**src/logic/fsqg_defs.svh**
```systemverilog
// Constants for the flash secure sector and query host controller.
`ifndef FSQG_DEFS_SVH
`define FSQG_DEFS_SVH
`define FSQG_CLK_NS        4
`define FSQG_GLITCH_NS     5
`define FSQG_SETUP_NS      8
`define FSQG_STROBE_NS     40
`define FSQG_HOLD_NS       8
`define FSQG_CYC(ns)       (((ns) + `FSQG_CLK_NS - 1) / `FSQG_CLK_NS)
`define FSQG_READ_EXTRA    3
`define FSQG_UNLOCK1_ADDR  21'h000555
`define FSQG_UNLOCK2_ADDR  21'h0002aa
`define FSQG_QUERY_ADDR    21'h000055
`define FSQG_ANY_ADDR      21'h000000
`define FSQG_SECURE_BASE   21'h1f8000
`define FSQG_CMD_UNLOCK1   16'h00aa
`define FSQG_CMD_UNLOCK2   16'h0055
`define FSQG_CMD_PROGRAM   16'h00a0
`define FSQG_CMD_ERASE     16'h0080
`define FSQG_CMD_SECTOR    16'h0030
`define FSQG_CMD_QUERY     16'h0098
`define FSQG_CMD_RESET     16'h00f0
`define FSQG_CMD_SEC_ENTER 16'h0088
`define FSQG_CMD_AUTOSEL   16'h0090
`define FSQG_CMD_SEC_EXIT  16'h0000
`endif

```
**src/logic/fsqg_pkg.sv**
```systemverilog
// Types for the flash secure sector and query host controller.
package fsqg_pkg;
    typedef enum logic [2:0] {
        OP_READ      = 3'b000,
        OP_PROGRAM   = 3'b001,
        OP_ERASE     = 3'b010,
        OP_QUERY     = 3'b011,
        OP_RESET     = 3'b100,
        OP_SEC_ENTER = 3'b101,
        OP_SEC_EXIT  = 3'b110,
        OP_IDENT     = 3'b111
    } fsqg_op_t;
    typedef enum logic [1:0] {
        MODE_ARRAY  = 2'b00,
        MODE_QUERY  = 2'b01,
        MODE_IDENT  = 2'b10,
        MODE_SECURE = 2'b11
    } fsqg_mode_t;
    typedef enum logic [1:0] {
        ST_IDLE  = 2'b00,
        ST_ISSUE = 2'b01,
        ST_WAIT  = 2'b10
    } fsqg_state_t;
    typedef enum logic [1:0] {
        BUS_IDLE   = 2'b00,
        BUS_SETUP  = 2'b01,
        BUS_STROBE = 2'b10,
        BUS_HOLD   = 2'b11
    } fsqg_bus_st_t;
    typedef struct packed {
        fsqg_op_t    op;
        logic [20:0] addr;
        logic [15:0] data;
    } fsqg_req_t;
    typedef struct packed {
        logic [15:0] rdata;
        logic        err;
    } fsqg_rsp_t;
    typedef struct packed {
        logic        ce_n;
        logic        we_n;
        logic        oe_n;
        logic [20:0] addr;
        logic [15:0] dq_o;
        logic        dq_oe;
    } fsqg_pins_t;
    typedef struct packed {
        logic [20:0] addr;
        logic [15:0] data;
        logic        rd;
        logic        last;
    } fsqg_step_t;
endpackage

```
**src/logic/fsqg_host.sv**
```systemverilog
// Host controller that drives a parallel flash through its secure sector and query commands.
// How it works
// - Exit secure sector before touching main array.
// - Write needs chip select, strobe low, OE high.
// - Query command 98h at word 55h.
// - Reset command leaves query back to array.
// - Query from identification returns there on reset.
`timescale 1ns/1ns
`default_nettype none
`include "fsqg_defs.svh"
module fsqg_host (
    input  wire logic                clk,
    input  wire logic                rstn,
    input  wire logic                req_valid,
    input  wire fsqg_pkg::fsqg_req_t req,
    output logic                     req_ready,
    output logic                     rsp_valid,
    output fsqg_pkg::fsqg_rsp_t      rsp,
    output fsqg_pkg::fsqg_mode_t     mode,
    input  wire logic                ready_busy_n,
    input  wire logic                supply_lockout,
    input  wire logic [15:0]         dq_i,
    output fsqg_pkg::fsqg_pins_t     pins
);
    import fsqg_pkg::*;

    typedef struct packed {
        fsqg_state_t st;
        fsqg_req_t   req;
        logic [2:0]  idx;
        fsqg_mode_t  mode;
        logic        from_ident;
        logic        ready;
        logic        rsp_valid;
        fsqg_rsp_t   rsp;
        logic [2:0]  ryb_s;
        logic [2:0]  low_s;
        logic        busy;
        logic        low;
    } fsqg_host_state_t;

    localparam fsqg_host_state_t RESET_STATE = '{st: ST_IDLE, req: '0, idx: '0, mode: MODE_ARRAY,
                                                 from_ident: 1'b0, ready: 1'b0, rsp_valid: 1'b0,
                                                 rsp: '0, ryb_s: 3'h7, low_s: 3'h0, busy: 1'b0,
                                                 low: 1'b0};

    // Bus cycle number idx of the command sequence for op.
    function automatic fsqg_step_t seq_step(fsqg_op_t op, logic [2:0] idx, fsqg_req_t r);
        fsqg_step_t s;
        s = '{addr: `FSQG_UNLOCK1_ADDR, data: `FSQG_CMD_UNLOCK1, rd: 1'b0, last: 1'b0};
        if (idx == 3'h1 || idx == 3'h4) begin
            s.addr = `FSQG_UNLOCK2_ADDR;
            s.data = `FSQG_CMD_UNLOCK2;
        end
        unique case (op)
            OP_READ: begin
                s = '{addr: r.addr, data: '0, rd: 1'b1, last: 1'b1};
            end
            OP_PROGRAM: begin
                if (idx == 3'h2) begin
                    s.data = `FSQG_CMD_PROGRAM;
                end else if (idx == 3'h3) begin
                    s = '{addr: r.addr, data: r.data, rd: 1'b0, last: 1'b1};
                end
            end
            OP_ERASE: begin
                if (idx == 3'h2) begin
                    s.data = `FSQG_CMD_ERASE;
                end else if (idx == 3'h5) begin
                    s = '{addr: r.addr, data: `FSQG_CMD_SECTOR, rd: 1'b0, last: 1'b1};
                end
            end
            OP_QUERY: begin
                s = '{addr: `FSQG_QUERY_ADDR, data: `FSQG_CMD_QUERY, rd: 1'b0, last: 1'b1};
            end
            OP_RESET: begin
                s = '{addr: `FSQG_ANY_ADDR, data: `FSQG_CMD_RESET, rd: 1'b0, last: 1'b1};
            end
            OP_SEC_ENTER: begin
                if (idx == 3'h2) begin
                    s.data = `FSQG_CMD_SEC_ENTER;
                    s.last = 1'b1;
                end
            end
            OP_SEC_EXIT: begin
                if (idx == 3'h2) begin
                    s.data = `FSQG_CMD_AUTOSEL;
                end else if (idx == 3'h3) begin
                    s = '{addr: `FSQG_ANY_ADDR, data: `FSQG_CMD_SEC_EXIT, rd: 1'b0, last: 1'b1};
                end
            end
            OP_IDENT: begin
                if (idx == 3'h2) begin
                    s.data = `FSQG_CMD_AUTOSEL;
                    s.last = 1'b1;
                end
            end
        endcase
        return s;
    endfunction

    // Decides whether a request is turned away before any bus cycle.
    function automatic logic refused(fsqg_req_t r, fsqg_mode_t m, logic busy, logic low);
        logic bad;
        bad = 1'b0;
        if (low && r.op != OP_READ) begin
            bad = 1'b1;
        end
        if (r.op == OP_QUERY && (busy || !(m == MODE_ARRAY || m == MODE_IDENT))) begin
            bad = 1'b1;
        end
        if (m == MODE_SECURE && (r.op == OP_READ || r.op == OP_PROGRAM || r.op == OP_ERASE)
            && r.addr < `FSQG_SECURE_BASE) begin
            bad = 1'b1;
        end
        if ((m == MODE_QUERY || m == MODE_IDENT) && (r.op == OP_PROGRAM || r.op == OP_ERASE)) begin
            bad = 1'b1;
        end
        return bad;
    endfunction

    fsqg_host_state_t q;
    fsqg_host_state_t d;
    fsqg_step_t       step;
    logic             accept;
    logic             bus_done;
    logic [15:0]      bus_rdata;

    assign step   = seq_step(q.req.op, q.idx, q.req);
    assign accept = req_valid && q.ready;

    always_comb begin
        d = q;
        d.rsp_valid = 1'b0;
        d.ryb_s = {q.ryb_s[1:0], ready_busy_n};
        d.low_s = {q.low_s[1:0], supply_lockout};
        if (q.ryb_s[1] == q.ryb_s[2]) begin
            d.busy = !q.ryb_s[2];
        end
        if (q.low_s[1] == q.low_s[2]) begin
            d.low = q.low_s[2];
        end
        if (q.low) begin
            d.mode       = MODE_ARRAY;
            d.from_ident = 1'b0;
        end
        unique case (q.st)
            ST_IDLE: begin
                if (accept) begin
                    if (refused(req, q.mode, q.busy, q.low)) begin
                        d.rsp_valid = 1'b1;
                        d.rsp       = '{rdata: '0, err: 1'b1};
                    end else begin
                        d.req = req;
                        d.idx = 3'h0;
                        d.st  = ST_ISSUE;
                    end
                end
            end
            ST_ISSUE: begin
                d.st = ST_WAIT;
            end
            ST_WAIT: begin
                if (bus_done) begin
                    if (q.low && !step.rd) begin
                        d.rsp_valid = 1'b1;
                        d.rsp       = '{rdata: '0, err: 1'b1};
                        d.st        = ST_IDLE;
                    end else if (step.last) begin
                        d.rsp_valid = 1'b1;
                        d.rsp       = '{rdata: bus_rdata, err: 1'b0};
                        d.st        = ST_IDLE;
                        unique case (q.req.op)
                            OP_QUERY: begin
                                d.from_ident = (q.mode == MODE_IDENT);
                                d.mode       = MODE_QUERY;
                            end
                            OP_RESET: begin
                                d.mode       = (q.mode == MODE_QUERY && q.from_ident) ? MODE_IDENT : MODE_ARRAY;
                                d.from_ident = 1'b0;
                            end
                            OP_SEC_ENTER: d.mode = MODE_SECURE;
                            OP_SEC_EXIT:  d.mode = MODE_ARRAY;
                            OP_IDENT:     d.mode = MODE_IDENT;
                            default: ;
                        endcase
                    end else begin
                        d.idx = q.idx + 3'h1;
                        d.st  = ST_ISSUE;
                    end
                end
            end
            default: begin
                d.st = ST_IDLE;
            end
        endcase
        d.ready = (d.st == ST_IDLE) && !accept;
    end

    always_ff @(posedge clk) begin
        if (!rstn) begin
            q <= RESET_STATE;
        end else begin
            q <= d;
        end
    end

    fsqg_bus_cycle u_bus (
        .clk     (clk),
        .rstn    (rstn),
        .start   (q.st == ST_ISSUE),
        .is_read (step.rd),
        .addr    (step.addr),
        .data    (step.data),
        .dq_i    (dq_i),
        .pins    (pins),
        .rdata   (bus_rdata),
        .done    (bus_done)
    );

    assign req_ready = q.ready;
    assign rsp_valid = q.rsp_valid;
    assign rsp       = q.rsp;
    assign mode      = q.mode;
endmodule
`default_nettype wire

```
**src/logic/fsqg_bus_cycle.sv**
```systemverilog
// One asynchronous flash bus cycle, read or write, with strobe timing.
`timescale 1ns/1ns
`default_nettype none
`include "fsqg_defs.svh"
module fsqg_bus_cycle #(
    parameter int unsigned SETUP_CYC  = `FSQG_CYC(`FSQG_SETUP_NS),
    parameter int unsigned STROBE_CYC = `FSQG_CYC(`FSQG_STROBE_NS),
    parameter int unsigned HOLD_CYC   = `FSQG_CYC(`FSQG_HOLD_NS)
) (
    input  wire logic                clk,
    input  wire logic                rstn,
    input  wire logic                start,
    input  wire logic                is_read,
    input  wire logic [20:0]         addr,
    input  wire logic [15:0]         data,
    input  wire logic [15:0]         dq_i,
    output fsqg_pkg::fsqg_pins_t     pins,
    output logic [15:0]              rdata,
    output logic                     done
);
    import fsqg_pkg::*;

    typedef struct packed {
        fsqg_bus_st_t      st;
        logic [7:0]        cnt;
        logic              rd;
        logic [2:0][15:0]  sync;
        fsqg_pins_t        pins;
        logic [15:0]       rdata;
        logic              done;
    } fsqg_bus_state_t;

    localparam fsqg_pins_t PINS_IDLE = '{ce_n: 1'b1, we_n: 1'b1, oe_n: 1'b1, addr: '0, dq_o: '0, dq_oe: 1'b0};
    localparam fsqg_bus_state_t RESET_STATE = '{st: BUS_IDLE, cnt: '0, rd: 1'b0, sync: '0,
                                                pins: PINS_IDLE, rdata: '0, done: 1'b0};

    fsqg_bus_state_t q;
    fsqg_bus_state_t d;

    always_comb begin
        d = q;
        d.done = 1'b0;
        d.sync = {q.sync[1:0], dq_i};
        unique case (q.st)
            BUS_IDLE: begin
                if (start) begin
                    d.pins.addr  = addr;
                    d.pins.ce_n  = 1'b0;
                    d.pins.dq_o  = data;
                    d.pins.dq_oe = !is_read;
                    d.rd         = is_read;
                    d.cnt        = 8'(SETUP_CYC - 1);
                    d.st         = BUS_SETUP;
                end
            end
            BUS_SETUP: begin
                if (q.cnt == 8'h00) begin
                    if (q.rd) begin
                        d.pins.oe_n = 1'b0;
                        d.cnt       = 8'(STROBE_CYC + `FSQG_READ_EXTRA - 1);
                    end else begin
                        d.pins.we_n = 1'b0;
                        d.cnt       = 8'(STROBE_CYC - 1);
                    end
                    d.st = BUS_STROBE;
                end else begin
                    d.cnt = q.cnt - 8'h01;
                end
            end
            BUS_STROBE: begin
                if (q.cnt != 8'h00) begin
                    d.cnt = q.cnt - 8'h01;
                end else if (!q.rd || q.sync[1] == q.sync[2]) begin
                    d.pins.we_n = 1'b1;
                    d.pins.oe_n = 1'b1;
                    if (q.rd) begin
                        d.rdata = q.sync[2];
                    end
                    d.cnt = 8'(HOLD_CYC - 1);
                    d.st  = BUS_HOLD;
                end
            end
            BUS_HOLD: begin
                if (q.cnt == 8'h00) begin
                    d.pins.ce_n  = 1'b1;
                    d.pins.dq_oe = 1'b0;
                    d.done       = 1'b1;
                    d.st         = BUS_IDLE;
                end else begin
                    d.cnt = q.cnt - 8'h01;
                end
            end
        endcase
    end

    always_ff @(posedge clk) begin
        if (!rstn) begin
            q <= RESET_STATE;
        end else begin
            q <= d;
        end
    end

    assign pins  = q.pins;
    assign rdata = q.rdata;
    assign done  = q.done;
endmodule
`default_nettype wire

```
**config.mk**
```make
export PLATFORM = sky130hd
export DESIGN_NAME = fsqg_host
export DESIGN_NICKNAME = d
export VERILOG_FILES = /design/src/logic/fsqg_pkg.sv /design/src/logic/fsqg_host.sv /design/src/logic/fsqg_bus_cycle.sv
export VERILOG_INCLUDE_DIRS = /design/src /design/src/logic
export SDC_FILE = /design/constraint.sdc
export NUM_CORES = 1
export LEC_CHECK = 0
export ABC_AREA = 1
export BUFFER_PORTS_ARGS = -buffer_cell sky130_fd_sc_hd__buf_2
export CAP_MARGIN = 40
export CORE_MARGIN = 2
export CORE_UTILIZATION = 55
export DETAILED_ROUTE_END_ITERATION = 7
export PLACE_DENSITY = 0.8
export SLEW_MARGIN = 20
export SYNTH_ARGS = -nofsm -noshare
export SYNTH_HDL_FRONTEND = slang
export SYNTH_SLANG_ARGS = --single-unit
```
**constraint.sdc**
```tcl
create_clock -name clk -period 2.4 [get_ports clk]
set_input_delay 0.48 -clock clk [delete_from_list [all_inputs] [get_ports clk]]
set_output_delay 0.48 -clock clk [all_outputs]
set_load 0.03 [all_outputs]
```
==> impl_metrics.toml <==
[outcome]
status = "complete, no violations"

[critical_path]
r2r_slack_ns = 0.17
cp_slowest_cell = "nor3_2"
cp-start-kind = "flop"
crit_required_ns = 2.76
cp_slowest_stage_delay_ns = 0.73
path_max_fanout = 18
crit_path_end_kind = "flop"
crit_path_cell_trace = "nor3_2 -> nand2_1 -> nand3_4 -> nand2_1 -> clkinv_2 -> nand2_1 -> a31oi_1"
cp_num_buf_inv = 1
cp_top_family = "simple AND/OR/NAND/NOR gates"
crit_top_cell = "nand2_1"
crit_type = "flop to flop"
arrival_ns = 2.59

[detailed_routing]
drt-pass1-iter-count = 6
ant_nets = 0
routed_wl_um = 18200
dr.first_iter.drc_count = 470
wl_per_cell_um = 12.3
dr_total_vias = 7353
via_per_inst = 4.96
drc_errors = 0

[power]
ir_drop_v = 0.000530
p_sw_share_pct = 33.3
pwr-share-comb_pct = 22.1
cellPowerDensity_nw_per_um2 = 834
p_sw_mw = 2.68
power.internal_mw = 5.37
seqPwrFrac_pct = 43.7
clkPwrFrac_pct = 34.3
p_leak_nw = 4.53

[synthesis]
synth.distinct_cells = 40
yosysSeqAreaShare_pct = 44.4
syn-cell-area_um2 = 8660
ys_seq_elements = 192
synthCells = 1202
yosysWarningCount = 0
synth_nets = 1279
syn_area_per_cell_um2 = 7.21

[timing]
worstMarginPinSlew_ns = 0.847
slew_viol_final = 0
fin_ws_ns = 0.174
whs_ns = 0.214
grt_setup_unrepaired = "no"
tns_ns = 0
period_share_pct = 92.8
finalSetupViolCount = 0
hold_violations = 0
fin_crit_ns = 2.23
max_freq_mhz = 449
fin_skew_ns = 0.0129
relSlewSlack_pct = 43.2

[global_routing]
grt_max_degree = 98
overflow = 0
grt_use_met1_pct = 28.5
grtUsageTotal_pct = 22.5
top_usage_layer = "met2"
use_met2_pct = 37.7
grt_pass1_wl_um = 30300
grt_pass1_vias = 6568
met3_usage_pct = 4.62
antenna_found_initial = 0

[floorplan]
die_area_um2 = 16800
die_width_um = 130
ios = 123
start_util_pct = 56.6
rows = 45
core_region_area_um2 = 15300
die_h_um = 130

[place]
place_hpwl_um = 12800
place_ws_ns = 0.205
portBuffers = 122
gp_congestion = 0.939

[clocking]
cts_hold_buf = 0
cts_root_buf = "clkbuf_16"
clkTransAtPathRegs_ns = 0.08
cts_made_buffers = 17
cts.sinks = 192
cts_resized = 0
htree_levels = 4
ctsLongestPathBuffers = 2
clock_latency_ns = 0.44
cts_tree = "yes"
cts_setup_buffers = 0

[min_path]
hold_path_class = "input port to flop"

[layout]
mostFrequentLayoutCells = "nand2_1, dfxtp_1, inv_1"
nNetsFinal = 1335
drive_gt1_share_pct = 17.6
synthToLayoutAreaGrowth_pct = 11.4
diodes = 0
final_common_cell = "nand2_1"

[job]
maxCapViolations = 0
## synthesized netlist by cell type, drive strengths merged
cell type	number	area, um^2
or2	2	12.5
dfxtp	192	3840
ha	16	200
buf	69	520
o211ai	10	75.1
and3	1	6.26
a22oi	1	7.51
nand2	334	1270
o22ai	2	12.5
nand3b	1	7.51
nor4	1	6.26
clkbuf	32	120
nor3	10	66.3
nand4	18	113
a21boi	2	15.0
o2111ai	1	8.76
inv	168	633
a31oi	3	18.8
nor2	79	312
nand3	59	358
clkinv	1	5.00
a21oi	124	658
o21ai	74	382
xor2	2	17.5
## registers in the layout (all words and copies together), names as in the netlist
name         flops
req_ready        1
rsp_valid        1
u_bus.rdata     16
d                4
u_bus.d         32
mode             2
u_bus.q         27
q               50
u_bus.done       1
rsp             17
u_bus.pins      41
## layout make-up
class / count / area, um^2
sequential: 192 / 3840
timing repair buffer: 138 / 768
inverter: 169 / 638
fill: 1396 / 5670
multi-input combinational: 740 / 3550
clock buffer: 17 / 425
tap: 211 / 264
clock inverter: 14 / 161
## worst paths after layout
kind,start,to,depth (start not counted)
max,q[72],mode[0],7
min,dq_i[14],u_bus.d[88],3
max reg2reg,q[72],mode[0],7
min reg2reg,q[7],q[1],1
## stage by stage
step	util [%]	total power, mW	area (um^2)	std cells
global route	63.0	8.53	9650	1481
detailed placement	59.2	5.32	9060	1450
global placement	59.2	5.27	9060	1450
finish	63.0	8.05	9650	1481
floorplan	-	4.93	8660	1202
CTS	63.0	8.08	9650	1481
## power by group through the flow
stage	Combinational [mW]	Clock [mW]	Sequential, mW
floorplan	1.38	0	3.55
global placement	1.69	0	3.58
detailed placement	1.74	0	3.58
CTS	1.77	2.80	3.51
global route	2.03	2.97	3.54
finish	1.78	2.76	3.51
## per-layer routing
| metal | part of all wire [%] | wire length (um) |
|---|---|---|
| met1 | 45 | 8220 |
| met2 | 48 | 8670 |
| met3 | 4.5 | 814 |
| met4 | 2.6 | 476 |
| met5 | 0 | 0 |
## worst reg2reg max path, delay by kind of cell (launching register included)
family	cells	cell delay, ns
AND/OR/NAND/NOR	5	1.35
flip-flops	1	0.43
buffers and inverters	1	0.20
AO/OA/AOI/OAI	1	0.17
## cells by family after synthesis
kind of cell	after synthesis	synth area share, %
compound gates	217	13.6
buf+inv	270	14.8
simple gates	505	24.8
xor+xnor	2	0.202
flops	192	44.4
fa+ha+maj	16	2.31
Note: power is estimated with default switching activity, not from simulation.
